**config.mk**
```make
export PLATFORM = sky130hd
export DESIGN_NAME = tmrwd_top
export DESIGN_NICKNAME = d
export VERILOG_FILES = /design/src/hdl/tmrwd_pkg.sv /design/src/hdl/tmrwd_top.sv
export SDC_FILE = /design/constraint.sdc
export NUM_CORES = 1
export LEC_CHECK = 0
export BUFFER_PORTS_ARGS = -buffer_cell sky130_fd_sc_hd__clkbuf_2
export CORE_MARGIN = 2
export CORE_UTILIZATION = 55
export CTS_CLUSTER_DIAMETER = 200
export CTS_CLUSTER_SIZE = 40
export DETAILED_ROUTE_END_ITERATION = 8
export PLACE_DENSITY = 0.77
export SYNTH_ARGS = -nofsm -noshare
export SYNTH_HDL_FRONTEND = slang
export SYNTH_SLANG_ARGS = --single-unit
```
**constraint.sdc**
```tcl
create_clock -name ref_clk -period 3.2 [get_ports ref_clk]
set_clock_uncertainty 0.2 [all_clocks]
set_input_delay 0.64 -clock ref_clk [delete_from_list [all_inputs] [get_ports ref_clk]]
set_output_delay 0.64 -clock ref_clk [all_outputs]
set_load 0.005 [all_outputs]
```
**src/hdl/tmrwd_pkg.sv**
```systemverilog
/*
  tmrwd_pkg: constants, field positions, reset values and carrier types for
  the timer / watchdog / prescaler / interrupt block.
  assumes: one 200 MHz core clock; instruction cycle derived by an enable.
*/
package tmrwd_pkg;

  // ************************************************************
  // configuration register layout
  // ************************************************************
  localparam int          CFG_W          = 7;       // implemented bits
  localparam int          CFG_RATE_LSB   = 0;       // divide_ratio_field
  localparam int          CFG_OWNER_BIT  = 3;       // prescaler_owner_sel
  localparam int          CFG_EDGE_BIT   = 4;       // ext_clock_edge_sel
  localparam int          CFG_SRC_BIT    = 5;       // tick_source_sel
  localparam int          CFG_IRQA_BIT   = 6;       // ext_irq_a_edge_sel
  localparam logic [6:0]  CFG_RESET      = 7'h3f;   // all ones but irq edge

  // ************************************************************
  // interrupt register layout
  // ************************************************************
  localparam int          IRQ_OVF_BIT    = 0;
  localparam int          IRQ_A_BIT      = 2;
  localparam int          IRQ_B_BIT      = 3;
  localparam int          IRQ_MASTER_BIT = 7;
  localparam logic [7:0]  IRQ_FLAG_IMPL  = 8'h0d;   // implemented flag bits
  localparam logic [7:0]  IRQ_MASK_IMPL  = 8'h8d;   // implemented mask bits
  localparam logic [11:0] HW_VECTOR      = 12'h008;
  localparam logic [11:0] SW_VECTOR      = 12'h002;
  localparam int          PWR_WDT_EN_BIT = 7;       // watchdog_enable_bit
  localparam int          STAT_EXP_BIT   = 4;       // watchdog_expired_flag

  // ************************************************************
  // timing
  // ************************************************************
  localparam int          CLK_MHZ        = 200;
  localparam int          WDT_OSC_KHZ    = 128;     // nominal rc oscillator rate, plain default
  localparam int          WDT_TIMEOUT_MS = 18;
  localparam int          WDT_TIMEOUT_CYC = WDT_TIMEOUT_MS * WDT_OSC_KHZ; // in oscillator periods
  localparam int          INSTR_DIV      = 4;       // clocks per instruction
  localparam int          WRITE_HOLDOFF  = 2;       // instr cycles inhibited
  localparam logic [7:0]  PRESC_RESET    = 8'hff;

  // ************************************************************
  // carriers
  // ************************************************************
  typedef struct packed {
    logic       cfg_load;     // configuration-load instruction
    logic       cnt_write;    // instruction writes count_register
    logic       kick;         // watchdog_kick_instr
    logic       sleep;        // sleep instruction
    logic       ret;          // irq_return_instr
    logic       sw_irq;       // software interrupt instruction
    logic       mask_write;   // write of irq_mask_reg
    logic       flag_write;   // write of irq_flag_reg
    logic       pwr_write;    // write of power_ctrl_reg
    logic [7:0] wdata;        // work_register contents
  } tmrwd_cmd_t;

  typedef struct packed {
    logic [7:0] count;        // count_register
    logic [7:0] flag_read;    // flags and mask combined
    logic [7:0] mask;         // irq_mask_reg
    logic       expired_n;    // watchdog_expired_flag (1 = no timeout)
  } tmrwd_stat_t;

endpackage : tmrwd_pkg

```
**src/hdl/tmrwd_top.sv**
```systemverilog
/*
  tmrwd_top: 8-bit timer/counter, watchdog, shared prescaler and the
  interrupt flag / vectoring logic of a small microcontroller core.
  assumes: the core decodes instructions and pulses cmd strobes for one
  clock inside the instruction cycle; pins are asynchronous to ref_clk.
*/
// Summary of operation
// - config-load copies work register into 7-bit config
// - reset sets all config bits but irq edge
// - rate field selects ratio, doubling each step
// - owner bit one gives prescaler to watchdog
// - edge bit one counts falling external edges
// - source bit one selects external clock pin
// - irq edge bit one means rising edge
// - timer mode undivided counts each instruction cycle
// - count write inhibits increments for two cycles
// - counter input sampled twice before increment
// - watchdog timeout resets device, clears expired flag
// - watchdog disabled while enable bit is zero
// - timeout 18 ms, extended by prescaler ratio
// - kick clears watchdog and its prescaler
// - sleep clears watchdog and its prescaler
// - one down-counting prescaler, one owner only
// - count write clears timer-owned prescaler
// - prescaler hidden, all ones on reset
// - flags set regardless of individual enables
// - taken hardware irq clears master enable, vectors 008h
// - flag read returns flags and mask
// - count wrap sets overflow flag
// - selected edge on pin a sets flag
// - falling edge on pin b sets flag
module tmrwd_top
  import tmrwd_pkg::*;
#(
  parameter int WDT_CYC = WDT_TIMEOUT_CYC           // shorten in simulation
) (
  input  wire logic        ref_clk,
  input  wire logic        rst,
  input  wire tmrwd_cmd_t  cmd,
  input  wire logic        ext_count_clock_pin,
  input  wire logic        ext_irq_a_pin,
  input  wire logic        ext_irq_b_pin,
  input  wire logic        watchdog_osc_tick,
  output tmrwd_stat_t      stat,
  output logic             irq_fetch,
  output logic [11:0]      irq_vector,
  output logic             watchdog_reset,
  output logic [6:0]       timer_config
);

  // ************************************************************
  // state
  // ************************************************************
  typedef struct packed {
    logic [6:0]  cfg;           // timer_config
    logic [7:0]  count;         // count_register
    logic [7:0]  presc;         // shared prescaler, down counter
    logic [1:0]  holdoff;       // increments still inhibited
    logic [1:0]  div;           // instruction cycle divider
    logic [31:0] wdt;           // watchdog counter
    logic        wdt_en;        // watchdog_enable_bit
    logic        exp_n;         // watchdog_expired_flag
    logic [7:0]  flags;         // irq_flag_reg
    logic [7:0]  mask;          // irq_mask_reg
    logic [2:0]  cclk_s;        // count pin synchroniser
    logic [2:0]  ia_s;          // pin a synchroniser
    logic [2:0]  ib_s;          // pin b synchroniser
    logic [2:0]  wo_s;          // watchdog oscillator synchroniser
    logic        cclk_q;        // accepted count pin level
    logic        ia_q;          // accepted pin a level
    logic        ib_q;          // accepted pin b level
    logic        wo_q;          // accepted oscillator level
    logic        pout_q;        // prescaler output, sampled late phase
    logic        pout_e;        // prescaler output, sampled early phase
    logic        fetch;         // vector fetch pulse
    logic [11:0] vec;           // vector address
    logic        wrst;          // watchdog reset pulse
    logic [7:0]  flag_rd;       // flags and mask, registered read value
  } tmrwd_state_t;

  tmrwd_state_t st_ff;          // registered state
  tmrwd_state_t nxt_st;         // next state

  // ************************************************************
  // combinational next state
  // ************************************************************
  logic        instr_tick;      // one clock per instruction cycle
  logic        ext_edge;        // selected external count edge
  logic        presc_tick;      // prescaler output event
  logic        cnt_tick;        // increment request for count
  logic        wdt_tick;        // watchdog oscillator rising edge
  logic        wdt_stage;       // watchdog timebase expiry
  logic        to_wdt;          // prescaler owned by the watchdog
  logic [7:0]  ratio_mask;      // prescaler tap mask
  logic [7:0]  pending;         // enabled and flagged sources

  always_comb begin
    nxt_st     = st_ff;
    nxt_st.fetch = 1'b0;
    nxt_st.wrst  = 1'b0;
    to_wdt     = st_ff.cfg[CFG_OWNER_BIT];
    instr_tick = (st_ff.div == 2'h3);
    nxt_st.div = st_ff.div + 2'h1;

    // pin synchronisers; only the agreeing later stages are used
    nxt_st.cclk_s = {st_ff.cclk_s[1:0], ext_count_clock_pin};
    nxt_st.ia_s   = {st_ff.ia_s[1:0], ext_irq_a_pin};
    nxt_st.ib_s   = {st_ff.ib_s[1:0], ext_irq_b_pin};
    nxt_st.wo_s   = {st_ff.wo_s[1:0], watchdog_osc_tick};
    if (st_ff.cclk_s[2] == st_ff.cclk_s[1]) nxt_st.cclk_q = st_ff.cclk_s[2];
    if (st_ff.ia_s[2] == st_ff.ia_s[1])     nxt_st.ia_q   = st_ff.ia_s[2];
    if (st_ff.ib_s[2] == st_ff.ib_s[1])     nxt_st.ib_q   = st_ff.ib_s[2];
    if (st_ff.wo_s[2] == st_ff.wo_s[1])     nxt_st.wo_q   = st_ff.wo_s[2];

    // edge on count pin; edge bit one picks falling
    ext_edge = st_ff.cfg[CFG_EDGE_BIT] ? (st_ff.cclk_q & ~nxt_st.cclk_q)
                                       : (~st_ff.cclk_q & nxt_st.cclk_q);
    wdt_tick = ~st_ff.wo_q & nxt_st.wo_q;

    // ratio: timer gets 2<<n, watchdog 1<<n; mask picks the tap bits
    ratio_mask = 8'hff >> (3'h7 - st_ff.cfg[CFG_RATE_LSB +: 3]);
    // watchdog base period runs on oscillator edges, so it keeps time in sleep
    wdt_stage  = st_ff.wdt_en && wdt_tick && (st_ff.wdt >= 32'(WDT_CYC - 1));
    presc_tick = 1'b0;
    // the prescaler clocks from whichever unit owns it; as a postscaler it
    // counts whole base periods of the watchdog, never raw oscillator edges
    if (to_wdt ? wdt_stage : (st_ff.cfg[CFG_SRC_BIT] ? ext_edge : instr_tick)) begin
      nxt_st.presc = st_ff.presc - 8'h1;
      // down counter from all ones: the low tap bits read zero once per ratio
      presc_tick   = to_wdt ? ((st_ff.presc & {1'b0, ratio_mask[7:1]}) == 8'h0)
                            : ((st_ff.presc & ratio_mask) == 8'h0);
    end

    // timer input: counter mode passes through the two-phase sampler
    nxt_st.pout_e = to_wdt ? ext_edge : (st_ff.cfg[CFG_SRC_BIT] ? presc_tick : 1'b0);
    nxt_st.pout_q = st_ff.pout_e;
    if (st_ff.cfg[CFG_SRC_BIT]) begin
      cnt_tick = st_ff.pout_q;
    end else begin
      cnt_tick = to_wdt ? instr_tick : presc_tick;
    end

    // count register; wrap keeps running and sets sticky flag
    if (instr_tick && st_ff.holdoff != 2'h0) begin
      nxt_st.holdoff = st_ff.holdoff - 2'h1;
    end
    if (cmd.cnt_write) begin
      nxt_st.count   = cmd.wdata;
      nxt_st.holdoff = 2'(WRITE_HOLDOFF);
      if (!to_wdt) nxt_st.presc = PRESC_RESET;
    end else if (cnt_tick && st_ff.holdoff == 2'h0) begin
      nxt_st.count = st_ff.count + 8'h1;
    end

    // configuration load from the work register
    if (cmd.cfg_load) nxt_st.cfg = cmd.wdata[CFG_W-1:0];
    if (cmd.pwr_write) nxt_st.wdt_en = cmd.wdata[PWR_WDT_EN_BIT];

    // watchdog: base period, then postscaled by the prescaler if owned;
    // kick and sleep clear the prescaler when the watchdog owns it, even while the watchdog is off
    if (cmd.kick || cmd.sleep) begin
      nxt_st.wdt = 32'h0;
      if (to_wdt) nxt_st.presc = PRESC_RESET;
    end else if (!st_ff.wdt_en) begin
      nxt_st.wdt = 32'h0;
    end else if (wdt_stage) begin
      nxt_st.wdt = 32'h0;
      // without the prescaler every base period is a timeout
      if (!to_wdt || presc_tick) begin
        nxt_st.wrst  = 1'b1;
        nxt_st.exp_n = 1'b0;
        // restart the postscaler so the next timeout is a full ratio away
        if (to_wdt) nxt_st.presc = PRESC_RESET;
      end
    end else if (wdt_tick) begin
      nxt_st.wdt = st_ff.wdt + 32'h1;
    end
    if (cmd.sleep || cmd.kick) nxt_st.exp_n = 1'b1;

    // flag register: software write first, hardware sets win
    if (cmd.flag_write) nxt_st.flags = cmd.wdata & IRQ_FLAG_IMPL;
    if (cmd.mask_write) nxt_st.mask  = cmd.wdata & IRQ_MASK_IMPL;
    if (cnt_tick && st_ff.holdoff == 2'h0 && !cmd.cnt_write && st_ff.count == 8'hff)
      nxt_st.flags[IRQ_OVF_BIT] = 1'b1;
    if (st_ff.cfg[CFG_IRQA_BIT] ? (~st_ff.ia_q & nxt_st.ia_q) : (st_ff.ia_q & ~nxt_st.ia_q))
      nxt_st.flags[IRQ_A_BIT] = 1'b1;
    if (st_ff.ib_q & ~nxt_st.ib_q)
      nxt_st.flags[IRQ_B_BIT] = 1'b1;

    // vectoring: hardware sources under master enable
    pending = st_ff.flags & st_ff.mask & IRQ_FLAG_IMPL;
    if (cmd.ret) nxt_st.mask[IRQ_MASTER_BIT] = 1'b1;
    if (cmd.sw_irq) begin
      nxt_st.fetch = 1'b1;
      nxt_st.vec   = SW_VECTOR;
    end else if (st_ff.mask[IRQ_MASTER_BIT] && pending != 8'h0) begin
      nxt_st.fetch = 1'b1;
      nxt_st.vec   = HW_VECTOR;
      nxt_st.mask[IRQ_MASTER_BIT] = 1'b0;
    end

    // read value registered from the next flags and mask, so it tracks them
    // in the same cycle and the port still comes straight from a flip-flop
    nxt_st.flag_rd = nxt_st.flags & nxt_st.mask;
  end

  // ************************************************************
  // state register
  // ************************************************************
  always_ff @(posedge ref_clk) begin
    if (rst) begin
      st_ff       <= '0;
      st_ff.cfg   <= CFG_RESET;
      st_ff.presc <= PRESC_RESET;
      st_ff.exp_n <= 1'b1;
      st_ff.wdt_en <= 1'b1;
      st_ff.ia_q  <= 1'b1;
      st_ff.ib_q  <= 1'b1;
      // pins a and b idle high: start their synchronisers high as well, or
      // the first cycles would show a false falling edge and set a flag
      st_ff.ia_s  <= 3'h7;
      st_ff.ib_s  <= 3'h7;
    end else begin
      st_ff <= nxt_st;
    end
  end

  // outputs straight from flip-flops
  assign stat.count     = st_ff.count;
  assign stat.flag_read = st_ff.flag_rd;
  assign stat.mask      = st_ff.mask;
  assign stat.expired_n = st_ff.exp_n;
  assign irq_fetch      = st_ff.fetch;
  assign irq_vector     = st_ff.vec;
  assign watchdog_reset = st_ff.wrst;
  assign timer_config   = st_ff.cfg;

  // ************************************************************
  // checks
  // ************************************************************
  property p_cfg_load;
    @(posedge ref_clk) disable iff (rst) cmd.cfg_load |=> timer_config == $past(cmd.wdata[6:0]);
  endproperty
  a_cfg_load: assert property (p_cfg_load) else $error("config not loaded");

  property p_cfg_reset;
    @(posedge ref_clk) $past(rst) && !rst |-> timer_config == 7'h3f;
  endproperty
  a_cfg_reset: assert property (p_cfg_reset) else $error("config reset wrong");

  property p_holdoff;
    @(posedge ref_clk) disable iff (rst) cmd.cnt_write ##1 !cmd.cnt_write [*4] |-> stat.count == $past(stat.count, 3);
  endproperty
  a_holdoff: assert property (p_holdoff) else $error("count moved during holdoff");

  property p_wdt_off;
    @(posedge ref_clk) disable iff (rst) !st_ff.wdt_en |=> !watchdog_reset;
  endproperty
  a_wdt_off: assert property (p_wdt_off) else $error("watchdog fired while disabled");

  property p_wdt_flag;
    @(posedge ref_clk) disable iff (rst) watchdog_reset |-> !stat.expired_n;
  endproperty
  a_wdt_flag: assert property (p_wdt_flag) else $error("expired flag not cleared");

  property p_flag_and;
    @(posedge ref_clk) disable iff (rst) stat.flag_read == (st_ff.flags & stat.mask);
  endproperty
  a_flag_and: assert property (p_flag_and) else $error("flag read not masked");

  property p_hw_vec;
    @(posedge ref_clk) disable iff (rst) irq_fetch && irq_vector == 12'h008 |-> !stat.mask[7];
  endproperty
  a_hw_vec: assert property (p_hw_vec) else $error("master enable left set");

  property p_sw_vec;
    @(posedge ref_clk) disable iff (rst) cmd.sw_irq |=> irq_fetch && irq_vector == 12'h002;
  endproperty
  a_sw_vec: assert property (p_sw_vec) else $error("software vector wrong");

  property p_wrap;
    @(posedge ref_clk) disable iff (rst) $past(stat.count) == 8'hff && stat.count == 8'h00 && !$past(cmd.cnt_write)
      |-> st_ff.flags[0];
  endproperty
  a_wrap: assert property (p_wrap) else $error("overflow flag not set");

  property p_presc_kick;
    @(posedge ref_clk) disable iff (rst) (cmd.kick || cmd.sleep) && st_ff.cfg[CFG_OWNER_BIT]
      |=> st_ff.presc == PRESC_RESET;
  endproperty
  a_presc_kick: assert property (p_presc_kick) else $error("watchdog prescaler not cleared");

  property p_presc_cnt;
    @(posedge ref_clk) disable iff (rst) cmd.cnt_write && !st_ff.cfg[CFG_OWNER_BIT] |=> st_ff.presc == PRESC_RESET;
  endproperty
  a_presc_cnt: assert property (p_presc_cnt) else $error("timer prescaler not cleared");

  property p_exp_kick;
    @(posedge ref_clk) disable iff (rst) cmd.kick |=> stat.expired_n && !watchdog_reset;
  endproperty
  a_exp_kick: assert property (p_exp_kick) else $error("kick did not stop the watchdog");

  c_wrap:   cover property (@(posedge ref_clk) disable iff (rst) $rose(st_ff.flags[0]));
  c_hw_irq: cover property (@(posedge ref_clk) disable iff (rst) irq_fetch && irq_vector == 12'h008);
  c_wdt:    cover property (@(posedge ref_clk) disable iff (rst) watchdog_reset);
  c_sw_irq: cover property (@(posedge ref_clk) disable iff (rst) irq_fetch && irq_vector == 12'h002);

endmodule : tmrwd_top

```
==> metrics.txt <==
status finished clean; Die X 95.9 um; Port Buffer Count 58; hold_ws 217 ps; Avg Inst Size Synth 9.16 um2; synthesized cell area 0.00464 mm2; final period utilization 0.821; layout cells sized above 1 0.179; clk slew on worst S/H paths 100 ps; HP Start nxt_st[35]; Crit path required time 3270 ps; RSZ-0062 raised after global routing no; fillers 736; first-pass GRT wire length 14100 um; die area 0.00919 mm2; GRT Overall Usage 0.197; pin count of the biggest net entering global routing 34; setup slack, reg-to-reg 570 ps; number of global-route vias before repair 3071; crit-path cells or4_4 -> nand2_2 -> o311ai_4 -> o31a_4 -> or4_1 -> a311oi_1; Synth Area in Compound Gates 0.147; Worst setup EP type flip-flop; Pins Over Slew Limit 0; Synth top area share 0.461; maximum vdd drop 0.262 mV; leading area contributor after synthesis dfxtp_1; Critical Path Max Stage Delay 560 ps; hold_buf cts 0; yosys warns 0; clk root buf clkbuf_8; Via density 5.46; Post-Synth Simple-Gate Area 0.214; htree depth 3; CP max stage cell or4_4; number of vias in the routed layout 3470; worst setup path class reg2reg; Max Buffers Root-to-Sink 2; synth top area cells dfxtp_1, buf_4, nor2_1, a21oi_1, mux2i_1; Setup Viol. Count Final 0; worst hold path cell count 1; post-route ant nets 0; Synth cell types 62; setup TNS 0 ps; Synth-to-Final Area Change 4.56%; multiplexer share of the synthesized area 0.0307; CTS tree done; crit path DAT 2700 ps; Adder-Cell Fraction of Synth Area 0.0135; Final #Nets 553; DR WL/cell 13.9 um; Residual DRC 0; FMAX 380 MHz; Synth Register Bits 107; post-CTS setup buffer count 0; top_reg_cell synth dfxtp_1; R2R Path End stat[23]; area of the core 0.00822 mm2; EDFF count, synth 0; Post-Route WL 8820 um; MaxCap Viol Count 0; initial antenna violation count 0; Initial Util 0.565; worst skew pair latency 360 ps; CTS buffer count 9; crit path launch type flip-flop; register area share after synthesis 0.461; Rows 33; Rel. slew slack 0.398; Detail Placement HPWL 6300 um; largest family of logic cells by synthesized area simple AND/OR/NAND/NOR gates; drt first pass iters 5; Synth Area in XOR/XNOR 0.0226; Die Ht 95.9 um; Diodes inserted 0; static leakage 1.99 nW; final hold violation count 0; Slew @ Worst Pin 898 ps; power per cell area 470 mW/mm2; Resize count post-CTS 0; Cells after Synth 507; routability cong. 0.889; R2R cell count 6; DR iter-0 viols 143; Worst Hold End nxt_st[36]; clk sink count 107; CP max FO 10; Worst R2R Start st_ff[94]; minimum clock period 2630 ps; Ports 69; worst hold-check path type reg2reg; Post-synth ARST share 0; GRT Residual Overflow 0
## final cells by class
cell class              instances  area [um2]  share of cell area
inverters                      19        71.3              0.0147
multi-input cells             328        2030               0.418
flip-flops and latches        107        2140               0.441
repair buffers                 60         305              0.0629
clock buffers                  10         128              0.0263
clock inverters                 6        48.8              0.0101
well taps                     105         131              0.0271
## worst max-delay path by stage
stage / startpoint / to
3_5_place_dp: st_ff[58] / st_ff[100]
3_3_place_gp: st_ff[58] / st_ff[98]
6_report: st_ff[94] / stat[23]
2_1_floorplan: st_ff[94] / stat[23]
4_1_cts: st_ff[58] / st_ff[100]
5_1_grt: st_ff[94] / stat[19]
## cells in the mapped netlist (all sizes together), types with 2 or more instances
cell,count
nand3,10
and4,9
and3b,5
nor2,65
or4,3
buf,50
a211o,2
xnor2,7
o21ai,17
a21o,6
o31ai,2
or2,7
a311oi,4
ha,5
a31oi,15
clkbuf,12
mux2,2
a211oi,2
and4bb,2
a21oi,28
mux2i,12
o211ai,2
xor2,5
nand4,4
o22ai,7
dfxtp,107
inv,19
and2,5
nor4,8
nand2,24
nor2b,9
nor3,9
nand2b,2
nor3b,6
o21bai,2
and3,12
a41oi,2
a221oi,2
## report_power, final
group          internal [mW]  switching, mW  leakage, nW
Combinational         0.0577         0.0769         1.02
Clock                  0.294          0.459       0.0916
Sequential              1.36         0.0305        0.872
## stage by stage
step | instances | total power, mW | utilization | worst slack (ps) | cell area [um2]
final | 635 | 2.28 | 0.591 | 571 | 4850
after global routing | 635 | 2.39 | 0.591 | 455 | 4850
after CTS | 635 | 2.30 | 0.591 | 352 | 4850
after detailed placement | 619 | 1.56 | 0.569 | 378 | 4680
after global placement | 619 | 1.55 | 0.569 | 541 | 4680
after floorplan | 516 | 1.53 | - | 703 | 4680
## layer usage
layer / GRT usage / wire (um)
met1: 0.253 / 4110
met2: 0.322 / 4200
met3: 0.0470 / 412
met4: 0.0690 / 91
met5: 0 / 0
## placed cells by master (no fill, tap or decap), types with 3 or more instances in the layout
master    count
o21ai_0      15
nor2b_1       9
xor2_1        5
nor3b_1       6
clkbuf_2     58
mux2i_1      12
a21oi_1      28
nand4_1       4
clkbuf_8      9
nor3_1        9
nor4_1        8
and4_1        8
ha_1          5
xnor2_1       7
and3b_1       5
nand3_1      10
conb_1       10
nor2_1       65
or2_2         7
dfxtp_1     107
inv_1        19
o22ai_1       7
a311oi_1      4
a21o_1        4
a31oi_1      15
and3_1       12
inv_6         3
nand2_1      23
and2_1        5
## flip-flops by register name (all words and copies together), names as in the netlist
signal / cells
irq_vector: 2
stat: 25
irq_fetch: 1
st_ff: 62
watchdog_reset: 1
timer_config: 7
nxt_st: 9
## critical path: cells and delay by family (launching register included)
family,cells,cell delay (ps)
flip-flops,1,410
AND/OR/NAND/NOR,3,1140
AO/OA/AOI/OAI,3,790
## logic make-up (layout without fill, tap and decap cells)
family	count (synthesis)	in the layout
adders and majority gates	5	5
DFF	107	107
muxes	14	14
buffers and inverters	81	95
AOI/OAI and AO/OA	101	101
and+or+nand+nor	186	186
other	1	10
xor gates and xnor gates	12	12
No activity file was read; power rests on OpenSTA's default activity.
